`config.mk`:
```
export PLATFORM = sky130hd
export DESIGN_NAME = sbs_datapath
export DESIGN_NICKNAME = d
export VERILOG_FILES = /design/src/core/sbs_pkg.sv /design/src/core/sbs_sub_unit.sv /design/src/core/sbs_datapath.sv
export SDC_FILE = /design/constraint.sdc
export NUM_CORES = 1
export LEC_CHECK = 0
export BUFFER_PORTS_ARGS = -buffer_cell sky130_fd_sc_hd__buf_4
export CAP_MARGIN = 20
export CORE_ASPECT_RATIO = 1.25
export CORE_UTILIZATION = 56
export DETAILED_ROUTE_END_ITERATION = 8
export PLACE_DENSITY = 0.85
export SLEW_MARGIN = 20
export SYNTH_ARGS = -nofsm -noshare
export SYNTH_HDL_FRONTEND = slang
export SYNTH_SLANG_ARGS = --single-unit
```
`constraint.sdc`:
```
create_clock -name clk -period 11.7 [get_ports clk]
set_input_delay 2.34 -clock clk [delete_from_list [all_inputs] [get_ports clk]]
set_output_delay 2.34 -clock clk [all_outputs]
set_load 0.02 [all_outputs]
```
`src/core/sbs_pkg.sv`:
```
// Package for the subtract-with-borrow and string scan datapath.
package sbs_pkg;

  localparam int SBS_WORD_W = 16;
  localparam int SBS_BYTE_W = 8;
  localparam logic [15:0] SBS_STEP_BYTE = 16'h0001;
  localparam logic [15:0] SBS_STEP_WORD = 16'h0002;
  localparam logic [15:0] SBS_ZERO_WORD = 16'h0000;
  localparam int SBS_RES_ZERO = 0;
  localparam int SBS_CX_ONE = 1;

  typedef enum logic [1:0] {
    SBS_OP_NONE = 2'h0,
    SBS_OP_SUB_BORROW = 2'h1,
    SBS_OP_SCAN = 2'h2
  } sbs_op_type;

  typedef enum logic [1:0] {
    SBS_REP_NONE = 2'h0,
    SBS_REP_EQUAL = 2'h1,
    SBS_REP_UNEQUAL = 2'h2
  } sbs_rep_type;

  typedef enum logic [1:0] {
    SBS_ST_IDLE = 2'h0,
    SBS_ST_SCAN = 2'h1
  } sbs_state_type;

  // Arithmetic flags; direction, interrupt-enable and trap live elsewhere.
  typedef struct packed {
    logic overflow_flag;
    logic sign_flag;
    logic zero_flag;
    logic aux_carry_flag;
    logic parity_flag;
    logic carry_flag;
  } sbs_flags_type;

  // One instruction request from the decoder and operand fetch.
  typedef struct packed {
    sbs_op_type op;
    logic word;
    sbs_rep_type rep;
    logic [15:0] dest;
    logic [15:0] src;
    logic [15:0] accumulator_word;
    logic [15:0] destination_index;
    logic [15:0] count_register;
    logic direction_flag;
  } sbs_req_type;

endpackage : sbs_pkg

```
`src/core/sbs_sub_unit.sv`:
```
// Byte or word subtractor with borrow in and full flag generation.
`timescale 1ns/1ps
`default_nettype none
module sbs_sub_unit (
  // Operands.
  input wire logic [15:0] a,
  input wire logic [15:0] b,
  input wire logic borrow_in,
  input wire logic word,
  // Results.
  output logic [15:0] diff,
  output sbs_pkg::sbs_flags_type flags
);
  import sbs_pkg::*;

  logic [16:0] full;
  logic [8:0] low;
  logic [4:0] nib;
  logic msb_a;
  logic msb_b;
  logic msb_d;

  always_comb begin
    full = {1'b0, a} - {1'b0, b} - {16'h0000, borrow_in};
    low = {1'b0, a[7:0]} - {1'b0, b[7:0]} - {8'h00, borrow_in};
    nib = {1'b0, a[3:0]} - {1'b0, b[3:0]} - {4'h0, borrow_in};
    diff = word ? full[15:0] : {8'h00, low[7:0]};
    msb_a = word ? a[15] : a[7];
    msb_b = word ? b[15] : b[7];
    msb_d = word ? full[15] : low[7];
    flags.carry_flag = word ? full[16] : low[8];
    flags.aux_carry_flag = nib[4];
    flags.overflow_flag = (msb_a != msb_b) && (msb_d != msb_a);
    flags.sign_flag = msb_d;
    flags.zero_flag = (diff == SBS_ZERO_WORD);
    flags.parity_flag = ~^diff[7:0];
  end

endmodule : sbs_sub_unit
`default_nettype wire

```
`src/core/sbs_datapath.sv`:
```
// Execution datapath for subtract-with-borrow and repeated string scan.
// Contract
// - Subtract-with-borrow: dest minus src, minus one more if carry set.
// - Byte and word sizes; signed and unsigned treated identically.
// - Subtract-with-borrow updates six arithmetic flags, keeps DF, IF, TF.
// - Scan subtracts element from low accumulator byte or accumulator word.
// - Scan discards result, writes neither memory nor accumulator.
// - Each scan step moves destination index up if direction 0, else down.
// - Scan sets six arithmetic flags from compare, keeps DF, IF, TF.
// - Repeat-while-equal continues while count nonzero and zero flag 1.
// - Repeat-while-unequal continues while count nonzero and zero flag 0.
`timescale 1ns/1ps
`default_nettype none
module sbs_datapath (
  // Clock and reset.
  input wire logic clk,
  input wire logic arst_n,
  // Instruction request.
  input wire logic req_valid,
  input wire sbs_pkg::sbs_req_type req,
  input wire logic carry_in,
  // Element fetch during a scan.
  output logic elem_req,
  output logic [15:0] elem_addr,
  input wire logic elem_valid,
  input wire logic [15:0] elem_data,
  // Results.
  output logic busy,
  output logic done,
  output logic dest_we,
  output logic [15:0] dest_value,
  output logic flags_we,
  output sbs_pkg::sbs_flags_type flags,
  output logic [15:0] destination_index,
  output logic [15:0] count_register
);
  import sbs_pkg::*;

  typedef struct packed {
    sbs_state_type st;
    logic word;
    sbs_rep_type rep;
    logic dirn;
    logic [15:0] acc;
    logic elem_req;
    logic busy;
    logic done;
    logic dest_we;
    logic [15:0] dest_value;
    logic flags_we;
    sbs_flags_type flags;
    logic [15:0] di;
    logic [15:0] cx;
  } sbs_core_type;

  sbs_core_type s_r;
  sbs_core_type s_nxt;
  logic [15:0] sub_a;
  logic [15:0] sub_b;
  logic sub_bin;
  logic sub_word;
  logic [15:0] sub_diff;
  sbs_flags_type sub_flags;

  // Step size by element size.
  function automatic logic [15:0] step_of(input logic word);
    step_of = word ? SBS_STEP_WORD : SBS_STEP_BYTE;
  endfunction : step_of

  // Next index; direction 0 counts up.
  function automatic logic [15:0] next_index(input logic [15:0] di,
                                             input logic word,
                                             input logic dirn);
    next_index = dirn ? di - step_of(word) : di + step_of(word);
  endfunction : next_index

  ////////////////////////////////////////////////////////////////////////////

  always_comb begin
    if (s_r.st == SBS_ST_SCAN) begin
      sub_a = s_r.word ? s_r.acc : {8'h00, s_r.acc[7:0]};
      sub_b = s_r.word ? elem_data : {8'h00, elem_data[7:0]};
      sub_bin = 1'b0;
      sub_word = s_r.word;
    end else begin
      sub_a = req.dest;
      sub_b = req.src;
      sub_bin = carry_in;
      sub_word = req.word;
    end
  end

  sbs_sub_unit u_sub (
    .a(sub_a),
    .b(sub_b),
    .borrow_in(sub_bin),
    .word(sub_word),
    .diff(sub_diff),
    .flags(sub_flags)
  );

  ////////////////////////////////////////////////////////////////////////////

  always_comb begin
    logic go_on;
    logic [15:0] cx_dec;
    go_on = 1'b0;
    cx_dec = s_r.cx - 16'h0001;
    s_nxt = s_r;
    s_nxt.done = 1'b0;
    s_nxt.dest_we = 1'b0;
    s_nxt.flags_we = 1'b0;
    case (s_r.st)
      SBS_ST_IDLE: begin
        if (req_valid && req.op == SBS_OP_SUB_BORROW) begin
          s_nxt.dest_we = 1'b1;
          s_nxt.dest_value = sub_diff;
          s_nxt.flags_we = 1'b1;
          s_nxt.flags = sub_flags;
          s_nxt.done = 1'b1;
        end else if (req_valid && req.op == SBS_OP_SCAN) begin
          s_nxt.word = req.word;
          s_nxt.rep = req.rep;
          s_nxt.dirn = req.direction_flag;
          s_nxt.acc = req.accumulator_word;
          s_nxt.di = req.destination_index;
          s_nxt.cx = req.count_register;
          if (req.rep != SBS_REP_NONE && req.count_register == SBS_ZERO_WORD)
          begin
            s_nxt.done = 1'b1;
          end else begin
            s_nxt.st = SBS_ST_SCAN;
            s_nxt.busy = 1'b1;
            s_nxt.elem_req = 1'b1;
          end
        end
      end
      SBS_ST_SCAN: begin
        if (elem_valid) begin
          // The difference is dropped; only flags, index and, under a repeat, count move.
          s_nxt.flags_we = 1'b1;
          s_nxt.flags = sub_flags;
          s_nxt.di = next_index(s_r.di, s_r.word, s_r.dirn);
          if (s_r.rep != SBS_REP_NONE) begin
            s_nxt.cx = cx_dec;
            if (s_r.rep == SBS_REP_EQUAL) begin
              go_on = (cx_dec != SBS_ZERO_WORD) && sub_flags.zero_flag;
            end else begin
              go_on = (cx_dec != SBS_ZERO_WORD) && !sub_flags.zero_flag;
            end
          end
          if (go_on) begin
            s_nxt.elem_req = 1'b1;
          end else begin
            s_nxt.st = SBS_ST_IDLE;
            s_nxt.busy = 1'b0;
            s_nxt.elem_req = 1'b0;
            s_nxt.done = 1'b1;
          end
        end
      end
      default: begin
        s_nxt.st = SBS_ST_IDLE;
        s_nxt.busy = 1'b0;
        s_nxt.elem_req = 1'b0;
      end
    endcase
  end

  always_ff @(posedge clk or negedge arst_n) begin
    if (!arst_n) begin
      s_r <= '0;
    end else begin
      s_r <= s_nxt;
    end
  end

  ////////////////////////////////////////////////////////////////////////////

  always_comb begin
    elem_req = s_r.elem_req;
    elem_addr = s_r.di;
    busy = s_r.busy;
    done = s_r.done;
    dest_we = s_r.dest_we;
    dest_value = s_r.dest_value;
    flags_we = s_r.flags_we;
    flags = s_r.flags;
    destination_index = s_r.di;
    count_register = s_r.cx;
  end
endmodule : sbs_datapath
`default_nettype wire

```
==> flow_results.xml, run 1 <==
<?xml version="1.0" encoding="UTF-8"?>
<metrics>
  <group name="status">
    <metric name="run_status" unit="">completed</metric>
  </group>
  <group name="synth">
    <metric name="synthesis.instances" unit="">810</metric>
    <metric name="avgSynthCellArea" unit="µm²">8.11</metric>
    <metric name="synthFlopType" unit="">sky130_fd_sc_hd__dfrtp_1</metric>
    <metric name="synth_area_leaders" unit="">sky130_fd_sc_hd__dfrtp_1 (30%), sky130_fd_sc_hd__ha_1 (9.3%), sky130_fd_sc_hd__buf_4 (8.0%)</metric>
    <metric name="ys_warn_count" unit="">0</metric>
    <metric name="synth_cell_type_count" unit="">69</metric>
    <metric name="yosys_register_bits" unit="">80</metric>
    <metric name="synth_edf_count" unit="">0</metric>
    <metric name="synthDominantAreaCellType" unit="">sky130_fd_sc_hd__dfrtp_1</metric>
    <metric name="synth.net_count" unit="">969</metric>
    <metric name="synth_async_sr_flop_share" unit="%">100</metric>
    <metric name="synthesis.area" unit="mm²">0.00657</metric>
    <metric name="post-synth-top-area-fraction" unit="%">30.5</metric>
    <metric name="sequential_fraction_of_the_synthesis_area" unit="%">30.5</metric>
  </group>
  <group name="setup_path">
    <metric name="critPathMaxFanout" unit="">5</metric>
    <metric name="cpMostUsedCell" unit="">sky130_fd_sc_hd__ha_1</metric>
    <metric name="cells_along_the_critical_path" unit="">buf_4, mux2_2, ha_1, inv_1, ha_1, and2_1, a31oi_1, a31o_2, nand2b_1, xnor2_1, ha_1, nand4_1, a211oi_1, nand4_1, or3b_4, a311oi_2, nor2_1</metric>
    <metric name="cp_slowest_cell" unit="">sky130_fd_sc_hd__or3b_4</metric>
    <metric name="worst_setup_path_startpoint" unit="">elem_data[4]</metric>
    <metric name="timing_worst_setup_path_type" unit="">in -&gt; reg</metric>
    <metric name="timing.critical_path.arrival" unit="ps">5910</metric>
    <metric name="delay_of_the_slowest_cell_on_the_worst_path" unit="ps">430</metric>
    <metric name="worst_r2r_startpoint" unit="">s_r[79]</metric>
    <metric name="critPathTopFamily" unit="">compound AO/OA/AOI/OAI gates</metric>
    <metric name="worst_setup_start_kind" unit="">input port</metric>
    <metric name="critical_path.n_buffers_inverters" unit="">2</metric>
    <metric name="worstPathRequired" unit="ps">11920</metric>
    <metric name="critical_path.endpoint_type" unit="">flip-flop</metric>
  </group>
  <group name="timing">
    <metric name="setup_viol_count_final" unit="">0</metric>
    <metric name="period_minus_slack" unit="ps">5690</metric>
    <metric name="max_slew_violation_count" unit="">0</metric>
    <metric name="fin_worst_skew" unit="ps">7.81</metric>
    <metric name="timing.setup.tns" unit="ps">0</metric>
    <metric name="fin_crit_sh" unit="%">48.6</metric>
    <metric name="timing.max_slew.rel_slack" unit="%">30.4</metric>
    <metric name="timing_worst_slew_pin_value" unit="ps">1040</metric>
    <metric name="grt_setup_unrepaired" unit="">no</metric>
    <metric name="hold_viol" unit="">0</metric>
    <metric name="max_freq" unit="GHz">0.176</metric>
    <metric name="final_critical_path_setup_slack" unit="ps">6010</metric>
  </group>
  <group name="clocking">
    <metric name="post_cts_resized" unit="">0</metric>
    <metric name="tritoncts.num_buffers" unit="">9</metric>
    <metric name="hold_buffers" unit="">0</metric>
    <metric name="cts-htree-levels" unit="">3</metric>
    <metric name="sink_count_of_the_clock_tree" unit="">80</metric>
    <metric name="clock_latency" unit="ps">340</metric>
    <metric name="worst_setup_hold_path_clk_slew" unit="ps">70</metric>
    <metric name="cts_root_buf" unit="">sky130_fd_sc_hd__clkbuf_16</metric>
    <metric name="tritoncts_clock_tree" unit="">yes</metric>
    <metric name="post-cts-setup-buffers" unit="">0</metric>
    <metric name="cts-root-to-sink-buffers" unit="">2</metric>
  </group>
  <group name="final_layout">
    <metric name="post_route_cells_drive_above_1_share" unit="%">24.9</metric>
    <metric name="num-nets-final" unit="">1058</metric>
    <metric name="antenna_cells" unit="">0</metric>
    <metric name="design_area" unit="mm²">0.00777</metric>
    <metric name="mostFrequentLayoutCells" unit="">sky130_fd_sc_hd__buf_4 (186), sky130_fd_sc_hd__nand2_1 (127), sky130_fd_sc_hd__dfrtp_1 (80), sky130_fd_sc_hd__o21ai_0 (55), sky130_fd_sc_hd__nor2_1 (54)</metric>
    <metric name="final_common_cell" unit="">sky130_fd_sc_hd__buf_4</metric>
    <metric name="area_delta_synth_final" unit="%">18.2</metric>
    <metric name="nFillCells" unit="">947</metric>
  </group>
  <group name="global_route">
    <metric name="grt_pass1_vias" unit="">5717</metric>
    <metric name="largest_net_degree_at_the_start_of_global_routing" unit="">81</metric>
    <metric name="grt.overflow.total" unit="">0</metric>
    <metric name="number_of_antenna_violations_at_the_first_check_in_global_routing" unit="">0</metric>
    <metric name="grt_pass1_wl" unit="µm">27000</metric>
    <metric name="track_usage" unit="%">28.1</metric>
  </group>
  <group name="detailed_routing">
    <metric name="firstDrtPassIters" unit="">4</metric>
    <metric name="num_vias" unit="">6094</metric>
    <metric name="drc" unit="">0</metric>
    <metric name="route.detailed.vias_per_inst" unit="">5.87</metric>
    <metric name="drt_iter0_drc" unit="">281</metric>
    <metric name="wirelength" unit="µm">17100</metric>
    <metric name="detail_route.wl_per_cell" unit="µm">16.5</metric>
    <metric name="final_antenna_net_count" unit="">0</metric>
  </group>
  <group name="floorplan">
    <metric name="fp.dieH" unit="µm">123</metric>
    <metric name="die_width" unit="µm">98.9</metric>
    <metric name="initial_core_util" unit="%">58.4</metric>
    <metric name="boundary_pins" unit="">182</metric>
    <metric name="row_count" unit="">43</metric>
    <metric name="dieArea" unit="mm²">0.0122</metric>
    <metric name="core_area" unit="mm²">0.0112</metric>
  </group>
  <group name="placement">
    <metric name="count_of_buffers_from_port_buffering" unit="">181</metric>
    <metric name="postPlaceCellArea" unit="mm²">0.00747</metric>
    <metric name="dp_worst_setup_slack" unit="ps">5690</metric>
    <metric name="sum_of_net_half_perimeters_after_detailed_placement" unit="µm">12600</metric>
    <metric name="gpl.final_weighted_congestion" unit="">0.917</metric>
  </group>
  <group name="hold_path">
    <metric name="worstHoldPathType" unit="">reg -&gt; reg</metric>
    <metric name="hp-start" unit="">s_r[70]</metric>
  </group>
  <group name="flow_run">
    <metric name="maxCapViolCount" unit="">0</metric>
  </group>
</metrics>
[worst min-delay path, cell delays in order, from the launching register on]
cell                      delay (ps)
sky130_fd_sc_hd__dfrtp_1         340
sky130_fd_sc_hd__nand2_1          50
sky130_fd_sc_hd__nand2_1          50
[routing by layer]
layer	vias to the layer above	GRT usage [%]	part of all wire (%)
li1	2944	-	-
met1	2905	34.8	42
met2	217	50.4	50
met3	28	4.13	5.7
met4	0	8.96	1.9
met5	-	0	0
[synth_stat cells (4+ instances only)]
master,n
sky130_fd_sc_hd__xnor2_1,16
sky130_fd_sc_hd__clkbuf_1,31
sky130_fd_sc_hd__buf_4,70
sky130_fd_sc_hd__nand2_1,127
sky130_fd_sc_hd__nor4_1,6
sky130_fd_sc_hd__dfrtp_1,80
sky130_fd_sc_hd__nand3_1,14
sky130_fd_sc_hd__a22o_1,12
sky130_fd_sc_hd__a21o_1,8
sky130_fd_sc_hd__a22oi_1,9
sky130_fd_sc_hd__and3_1,4
sky130_fd_sc_hd__o22ai_1,4
sky130_fd_sc_hd__ha_1,49
sky130_fd_sc_hd__nor2_1,54
sky130_fd_sc_hd__a211oi_1,6
sky130_fd_sc_hd__o21ai_0,55
sky130_fd_sc_hd__mux2i_1,12
sky130_fd_sc_hd__or3_1,5
sky130_fd_sc_hd__mux2_2,10
sky130_fd_sc_hd__nand2b_1,6
sky130_fd_sc_hd__a21oi_1,53
sky130_fd_sc_hd__a31oi_1,8
sky130_fd_sc_hd__a32oi_1,5
sky130_fd_sc_hd__o221ai_1,4
sky130_fd_sc_hd__and2_1,6
sky130_fd_sc_hd__xor2_1,14
sky130_fd_sc_hd__buf_1,5
sky130_fd_sc_hd__inv_1,49
sky130_fd_sc_hd__nor2b_1,4
sky130_fd_sc_hd__nand4_1,7
sky130_fd_sc_hd__nor3_1,14
[registers in the layout, indices dropped and copies added, names as in the netlist]
| name | cells |
|---|---|
| s_r | 21 |
| count_register | 16 |
| dest_value | 16 |
| destination_index | 16 |
| flags | 6 |
| busy | 1 |
| dest_we | 1 |
| done | 1 |
| elem_req | 1 |
| flags_we | 1 |
[area by class of cell]
class | count | area [µm²] | share of cell area [%]
multi-input cells | 571 | 3710 | 47.7
clock buffers | 9 | 225 | 2.90
repair buffers | 187 | 1410 | 18.1
flip-flops and latches | 80 | 2000 | 25.8
well taps | 135 | 169 | 2.17
clock inverters | 6 | 68.8 | 0.886
inverters | 50 | 188 | 2.42
[kinds of logic (layout without fill, tap and decap cells)]
logic type / Yosys count / after routing / share of synthesized area (%)
buffers and inverters: 159 / 252 / 13.1
adder cells (fa/ha/maj): 52 / 52 / 10.2
flip-flops: 80 / 80 / 30.5
AND/OR/NAND/NOR: 268 / 268 / 18.8
XOR/XNOR: 30 / 30 / 4.00
multiplexers: 23 / 23 / 3.77
AO/OA/AOI/OAI: 198 / 198 / 19.6
[path summary, 6_finish.rpt]
check                               endpoint  slack, ps  depth (start not counted)
min reg2reg                          s_r[70]        480                          2
max                                  s_r[79]       6010                         17
max in group asynchronous            s_r[74]       9140                          1
min in group asynchronous  count_register[6]       2030                          1
max reg2reg                          s_r[79]       7050                         15
min                                  s_r[70]        480                          2
[per-stage QoR]
step	std cells	hold slack, ps	utilization, %
final	1038	476	69.1
after global routing	1038	509	69.1
after CTS	1038	478	69.0
after detailed placement	1023	463	66.4
after global placement	1023	457	66.4
after floorplan	810	445	-
Power of run 1 is not shown: default switching activity piles up to over one toggle a cycle in this logic, so the estimate is an artifact.
==> run 2, diff against run 1 <==
- CORE_UTILIZATION: 56 -> 49
- PLACE_DENSITY: 0.85 -> 0.79
- clock period: 11.7 -> 4.9 ns (I/O delays scaled with it)
==> flow_results.xml, run 2 (same netlist as run 1, synthesis figures left out) <==
<?xml version="1.0" encoding="UTF-8"?>
<metrics>
  <group name="placement">
    <metric name="dp_worst_setup_slack" unit="ps">272</metric>
    <metric name="sum_of_net_half_perimeters_after_detailed_placement" unit="µm">13000</metric>
    <metric name="place.detailed.instances" unit="">1062</metric>
    <metric name="gpl.final_weighted_congestion" unit="">0.879</metric>
    <metric name="count_of_buffers_from_port_buffering" unit="">181</metric>
  </group>
  <group name="timing">
    <metric name="timing_worst_slew_pin_value" unit="ps">1030</metric>
    <metric name="period_minus_slack" unit="ps">4300</metric>
    <metric name="timing.setup.tns" unit="ps">0</metric>
    <metric name="fin_worst_skew" unit="ps">12.0</metric>
    <metric name="max_slew_violation_count" unit="">0</metric>
    <metric name="timing.max_slew.rel_slack" unit="%">31.4</metric>
    <metric name="hold_viol" unit="">0</metric>
    <metric name="grt_setup_unrepaired" unit="">no</metric>
    <metric name="setup_viol_count_final" unit="">0</metric>
    <metric name="fin_crit_sh" unit="%">87.7</metric>
    <metric name="final_critical_path_setup_slack" unit="ps">600</metric>
    <metric name="max_freq" unit="GHz">0.233</metric>
  </group>
  <group name="setup_path">
    <metric name="critPathMaxFanout" unit="">20</metric>
    <metric name="timing_worst_setup_path_type" unit="">reg -&gt; reg</metric>
    <metric name="worst_setup_path_startpoint" unit="">s_r[79]</metric>
    <metric name="worst_setup_start_kind" unit="">flip-flop</metric>
    <metric name="timing.critical_path.arrival" unit="ps">4570</metric>
    <metric name="worstPathRequired" unit="ps">5170</metric>
    <metric name="cells_along_the_critical_path" unit="">buf_4, mux2_2, ha_1, inv_1, ha_1, and2_1, a31oi_1, a31o_2, nand2b_1, xnor2_1, ha_1, nand4_1, a211oi_1, nand4_1, or3b_4, a311oi_2, nand2b_1</metric>
    <metric name="flop2flop_setup_slack" unit="ps">600</metric>
    <metric name="cpMostUsedCell" unit="">sky130_fd_sc_hd__ha_1</metric>
    <metric name="cp_slowest_cell" unit="">sky130_fd_sc_hd__or3b_4</metric>
    <metric name="critical_path.endpoint_type" unit="">flip-flop</metric>
    <metric name="delay_of_the_slowest_cell_on_the_worst_path" unit="ps">430</metric>
    <metric name="worst_r2r_startpoint" unit="">s_r[79]</metric>
  </group>
  <group name="power_and_ir_drop">
    <metric name="total_power_per_unit_cell_area" unit="mW/mm²">898</metric>
    <metric name="static-leakage-power" unit="nW">3.89</metric>
    <metric name="vdd_drop_max" unit="mV">0.685</metric>
    <metric name="total_power" unit="mW">7.04</metric>
  </group>
  <group name="global_route">
    <metric name="largest_net_degree_at_the_start_of_global_routing" unit="">46</metric>
    <metric name="grt.overflow.total" unit="">0</metric>
    <metric name="grt_pass1_vias" unit="">5673</metric>
    <metric name="grt_pass1_wl" unit="µm">27500</metric>
    <metric name="track_usage" unit="%">24.6</metric>
    <metric name="number_of_antenna_violations_at_the_first_check_in_global_routing" unit="">0</metric>
  </group>
  <group name="floorplan">
    <metric name="die_width" unit="µm">106</metric>
    <metric name="boundary_pins" unit="">182</metric>
    <metric name="core_area" unit="mm²">0.0129</metric>
    <metric name="fp.dieH" unit="µm">131</metric>
    <metric name="dieArea" unit="mm²">0.0139</metric>
    <metric name="initial_core_util" unit="%">51.0</metric>
    <metric name="row_count" unit="">46</metric>
  </group>
  <group name="final_layout">
    <metric name="final_cells" unit="">1078</metric>
    <metric name="antenna_cells" unit="">0</metric>
    <metric name="largest_register_ff_count" unit="">21</metric>
    <metric name="max_flop_register" unit="">s_r</metric>
    <metric name="layout.core_utilization" unit="%">60.8</metric>
    <metric name="final_common_cell" unit="">sky130_fd_sc_hd__buf_4</metric>
    <metric name="area_delta_synth_final" unit="%">19.3</metric>
    <metric name="mostFrequentLayoutCells" unit="">sky130_fd_sc_hd__buf_4 (193), sky130_fd_sc_hd__nand2_1 (127), sky130_fd_sc_hd__dfrtp_1 (80), sky130_fd_sc_hd__o21ai_0 (55), sky130_fd_sc_hd__nor2_1 (54)</metric>
    <metric name="post_route_cells_drive_above_1_share" unit="%">25.5</metric>
    <metric name="num-nets-final" unit="">1064</metric>
  </group>
  <group name="detailed_routing">
    <metric name="drc" unit="">0</metric>
    <metric name="num_vias" unit="">6008</metric>
    <metric name="drt_iter0_drc" unit="">399</metric>
    <metric name="firstDrtPassIters" unit="">5</metric>
    <metric name="wirelength" unit="µm">17000</metric>
    <metric name="detail_route.wl_per_cell" unit="µm">15.8</metric>
    <metric name="final_antenna_net_count" unit="">0</metric>
    <metric name="route.detailed.vias_per_inst" unit="">5.57</metric>
  </group>
  <group name="status">
    <metric name="run_status" unit="">completed</metric>
  </group>
  <group name="hold_path">
    <metric name="worstHoldPathType" unit="">reg -&gt; reg</metric>
    <metric name="hp-start" unit="">s_r[66]</metric>
  </group>
  <group name="clocking">
    <metric name="post_cts_resized" unit="">0</metric>
    <metric name="hold_buffers" unit="">0</metric>
    <metric name="sink_count_of_the_clock_tree" unit="">80</metric>
    <metric name="post-cts-setup-buffers" unit="">0</metric>
    <metric name="cts-htree-levels" unit="">3</metric>
    <metric name="tritoncts_clock_tree" unit="">yes</metric>
    <metric name="worst_setup_hold_path_clk_slew" unit="ps">60</metric>
    <metric name="clock_latency" unit="ps">340</metric>
    <metric name="cts_root_buf" unit="">sky130_fd_sc_hd__clkbuf_16</metric>
    <metric name="cts-root-to-sink-buffers" unit="">2</metric>
    <metric name="tritoncts.num_buffers" unit="">9</metric>
  </group>
  <group name="flow_run">
    <metric name="maxCapViolCount" unit="">0</metric>
  </group>
</metrics>
[run 2: cell types whose count changed in the layout (fill, tap and decap cells not counted), sizes merged]
cell | previous run | this run
clkinv | 3 | 1
clkinvlp | 1 | 2
bufinv | 1 | 0
buf | 187 | 193
inv | 51 | 54
[run 2: final cells by class]
| class | instances | area [µm²] |
|---|---|---|
| sequential | 80 | 2000 |
| multi-input combinational | 571 | 3710 |
| timing repair buffer | 193 | 1450 |
| inverter | 50 | 188 |
| fill | 1191 | 5050 |
| tap | 168 | 210 |
| clock inverter | 7 | 58.8 |
| clock buffer | 9 | 225 |
[run 2: critical path: cells and delay by family, from the launching register on]
kind	cells	cell delay, ps
DFF	1	340
xor gates and xnor gates	1	200
AOI/OAI and AO/OA	4	1050
adders and majority gates	3	830
and+or+nand+nor	6	1100
muxes	1	380
buffers and inverters	2	330
[run 2: per-stage QoR]
step / area (µm²) / hold slack [ps]
2_1_floorplan: 6570 / 445
4_1_cts: 7840 / 480
6_report: 7840 / 474
5_1_grt: 7840 / 515
3_3_place_gp: 7550 / 458
3_5_place_dp: 7550 / 464
[run 2: worst paths after layout]
| kind | end | depth (start not counted) |
|---|---|---|
| min reg2reg | s_r[66] | 2 |
| max in group asynchronous | destination_index[11] | 2 |
| min in group asynchronous | s_r[70] | 1 |
| max reg2reg | done | 17 |
| max | done | 17 |
| min | s_r[66] | 2 |
[run 2: layer usage]
layer | wire length [µm] | share of wire (%) | GRT usage (%) | vias up
met5 | 0 | 0 | 0 | -
met4 | 311 | 1.8 | 6.87 | 0
met3 | 1060 | 6.2 | 3.92 | 22
met2 | 8430 | 50 | 42.9 | 213
met1 | 7210 | 42 | 31.1 | 2815
li1 | - | - | - | 2958
[run 2: power by group]
part	internal (mW)	leakage, nW	switching [mW]
Clock	0.353	0.134	0.297
Sequential	0.961	0.993	0.276
Combinational	2.20	2.77	2.95
Note: power is estimated with default switching activity, not from simulation.
==> run 3, diff against run 2 <==
- CORE_ASPECT_RATIO: 1.25 -> unset
==> flow_results.xml, run 3 (same netlist as run 1, synthesis figures left out) <==
<?xml version="1.0" encoding="UTF-8"?>
<metrics>
  <group name="timing">
    <metric name="max_slew_violation_count" unit="">0</metric>
    <metric name="setup_viol_count_final" unit="">0</metric>
    <metric name="fin_worst_skew" unit="ps">6.63</metric>
    <metric name="timing.max_slew.rel_slack" unit="%">36.6</metric>
    <metric name="period_minus_slack" unit="ps">4530</metric>
    <metric name="hold_viol" unit="">0</metric>
    <metric name="timing.setup.tns" unit="ps">0</metric>
    <metric name="fin_crit_sh" unit="%">92.5</metric>
    <metric name="max_freq" unit="GHz">0.221</metric>
    <metric name="timing_worst_slew_pin_value" unit="ps">948</metric>
    <metric name="hold_ws" unit="ps">477</metric>
    <metric name="grt_setup_unrepaired" unit="">no</metric>
  </group>
  <group name="global_route">
    <metric name="grt_pass1_wl" unit="µm">29200</metric>
    <metric name="track_usage" unit="%">26.2</metric>
    <metric name="number_of_antenna_violations_at_the_first_check_in_global_routing" unit="">0</metric>
    <metric name="grt_pass1_vias" unit="">5886</metric>
    <metric name="grt.overflow.total" unit="">0</metric>
    <metric name="largest_net_degree_at_the_start_of_global_routing" unit="">81</metric>
  </group>
  <group name="setup_path">
    <metric name="delay_of_the_slowest_cell_on_the_worst_path" unit="ps">620</metric>
    <metric name="timing_worst_setup_path_type" unit="">reg -&gt; reg</metric>
    <metric name="worstPathRequired" unit="ps">5120</metric>
    <metric name="worst_setup_start_kind" unit="">flip-flop</metric>
    <metric name="critical_path.n_buffers_inverters" unit="">2</metric>
    <metric name="critical_path.endpoint_type" unit="">flip-flop</metric>
    <metric name="cells_along_the_critical_path" unit="">clkinv_1, a22o_1, ha_1, inv_1, ha_1, a21oi_1, o21ai_0, a21oi_1, o21ai_4, mux2i_1, o41ai_2, or3b_4, a311oi_2, nor2_1</metric>
    <metric name="cp_slowest_cell" unit="">sky130_fd_sc_hd__dfrtp_1</metric>
    <metric name="critPathMaxFanout" unit="">19</metric>
    <metric name="timing.critical_path.arrival" unit="ps">4750</metric>
    <metric name="critPathTopFamily" unit="">compound AO/OA/AOI/OAI gates</metric>
  </group>
  <group name="placement">
    <metric name="count_of_buffers_from_port_buffering" unit="">181</metric>
    <metric name="sum_of_net_half_perimeters_after_detailed_placement" unit="µm">13100</metric>
    <metric name="gpl.final_weighted_congestion" unit="">0.908</metric>
  </group>
  <group name="detailed_routing">
    <metric name="wirelength" unit="µm">17700</metric>
    <metric name="drt_iter0_drc" unit="">540</metric>
    <metric name="firstDrtPassIters" unit="">5</metric>
    <metric name="route.detailed.vias_per_inst" unit="">5.63</metric>
    <metric name="routedLengthMet1" unit="µm">7700</metric>
    <metric name="num_vias" unit="">6094</metric>
    <metric name="top_layer_used" unit="">met4</metric>
    <metric name="drc" unit="">0</metric>
    <metric name="met3_wirelength" unit="µm">1060</metric>
    <metric name="final_antenna_net_count" unit="">0</metric>
    <metric name="met2_length" unit="µm">8390</metric>
    <metric name="detail_route.wl_per_cell" unit="µm">16.3</metric>
  </group>
  <group name="floorplan">
    <metric name="boundary_pins" unit="">182</metric>
    <metric name="die_width" unit="µm">118</metric>
    <metric name="core_area" unit="mm²">0.0128</metric>
    <metric name="fp.dieH" unit="µm">118</metric>
    <metric name="row_count" unit="">41</metric>
    <metric name="initial_core_util" unit="%">51.2</metric>
    <metric name="dieArea" unit="mm²">0.0139</metric>
  </group>
  <group name="status">
    <metric name="run_status" unit="">completed</metric>
  </group>
  <group name="clocking">
    <metric name="worst_setup_hold_path_clk_slew" unit="ps">60</metric>
    <metric name="tritoncts_clock_tree" unit="">yes</metric>
    <metric name="sink_count_of_the_clock_tree" unit="">80</metric>
    <metric name="cts-htree-levels" unit="">3</metric>
    <metric name="post_cts_resized" unit="">0</metric>
    <metric name="clock_latency" unit="ps">350</metric>
    <metric name="post-cts-setup-buffers" unit="">0</metric>
    <metric name="cts_root_buf" unit="">sky130_fd_sc_hd__clkbuf_16</metric>
    <metric name="cts-root-to-sink-buffers" unit="">2</metric>
    <metric name="hold_buffers" unit="">0</metric>
    <metric name="tritoncts.num_buffers" unit="">9</metric>
  </group>
  <group name="final_layout">
    <metric name="mostFrequentLayoutCells" unit="">sky130_fd_sc_hd__buf_4 (193), sky130_fd_sc_hd__nand2_1 (127), sky130_fd_sc_hd__dfrtp_1 (80), sky130_fd_sc_hd__o21ai_0 (55), sky130_fd_sc_hd__nor2_1 (54)</metric>
    <metric name="nFillCells" unit="">1190</metric>
    <metric name="area_delta_synth_final" unit="%">20.5</metric>
    <metric name="largest_register_ff_count" unit="">21</metric>
    <metric name="antenna_cells" unit="">0</metric>
    <metric name="max_flop_register" unit="">s_r</metric>
    <metric name="num-nets-final" unit="">1065</metric>
    <metric name="final_common_cell" unit="">sky130_fd_sc_hd__buf_4</metric>
    <metric name="post_route_cells_drive_above_1_share" unit="%">25.5</metric>
  </group>
  <group name="power_and_ir_drop">
    <metric name="total_power_per_unit_cell_area" unit="mW/mm²">918</metric>
    <metric name="vdd_drop_max" unit="mV">0.794</metric>
    <metric name="static-leakage-power" unit="nW">3.94</metric>
  </group>
  <group name="flow_run">
    <metric name="maxCapViolCount" unit="">0</metric>
  </group>
  <group name="hold_path">
    <metric name="worstHoldPathType" unit="">reg -&gt; reg</metric>
  </group>
</metrics>
run 3: metrics by stage:
step	total power, mW	std cells	utilization [%]	area, µm²	setup WS [ps]
after global placement	6.29	1066	58.9	7560	392
final	7.27	1083	61.7	7920	369
after floorplan	5.31	810	-	6570	567
after global routing	7.91	1083	61.7	7920	18.1
after CTS	7.24	1082	61.6	7910	393
after detailed placement	6.37	1066	58.9	7560	253
run 3: cell type report:
| type | count | area, µm² | area share (%) |
|---|---|---|---|
| inverter | 50 | 188 | 2.37 |
| tap | 172 | 215 | 2.72 |
| sequential | 80 | 2000 | 25.3 |
| timing repair buffer | 194 | 1460 | 18.4 |
| multi-input combinational | 571 | 3710 | 46.8 |
| clock buffer | 11 | 243 | 3.07 |
| clock inverter | 5 | 104 | 1.31 |
run 3: where the power goes:
group,internal [mW],switching [mW]
logic,2.20,3.00
registers,0.961,0.300
clock network,0.512,0.288
run 3: final timing paths:
kind                          from            endpoint  slack [ps]  cells past startpoint
setup / recovery           s_r[79]             s_r[79]         370                     14
hold / removal             s_r[69]             s_r[69]         480                      2
setup reg to reg           s_r[79]             s_r[79]         370                     14
hold reg to reg            s_r[69]             s_r[69]         480                      2
max in group asynchronous   arst_n             s_r[66]        3700                      1
min in group asynchronous   arst_n  count_register[13]         680                      1
run 3: worst min-delay path, stage by stage (launching register included):
cell and delay (ps):
sky130_fd_sc_hd__dfrtp_1 340, sky130_fd_sc_hd__nand2_1 50, sky130_fd_sc_hd__nand2_1 60
run 3: layer usage:
metal,vias to the layer above,GRT usage [%]
li1,2950,-
met1,2880,33.7
met2,235,43.2
met3,29,4.31
met4,0,11.5
met5,-,0
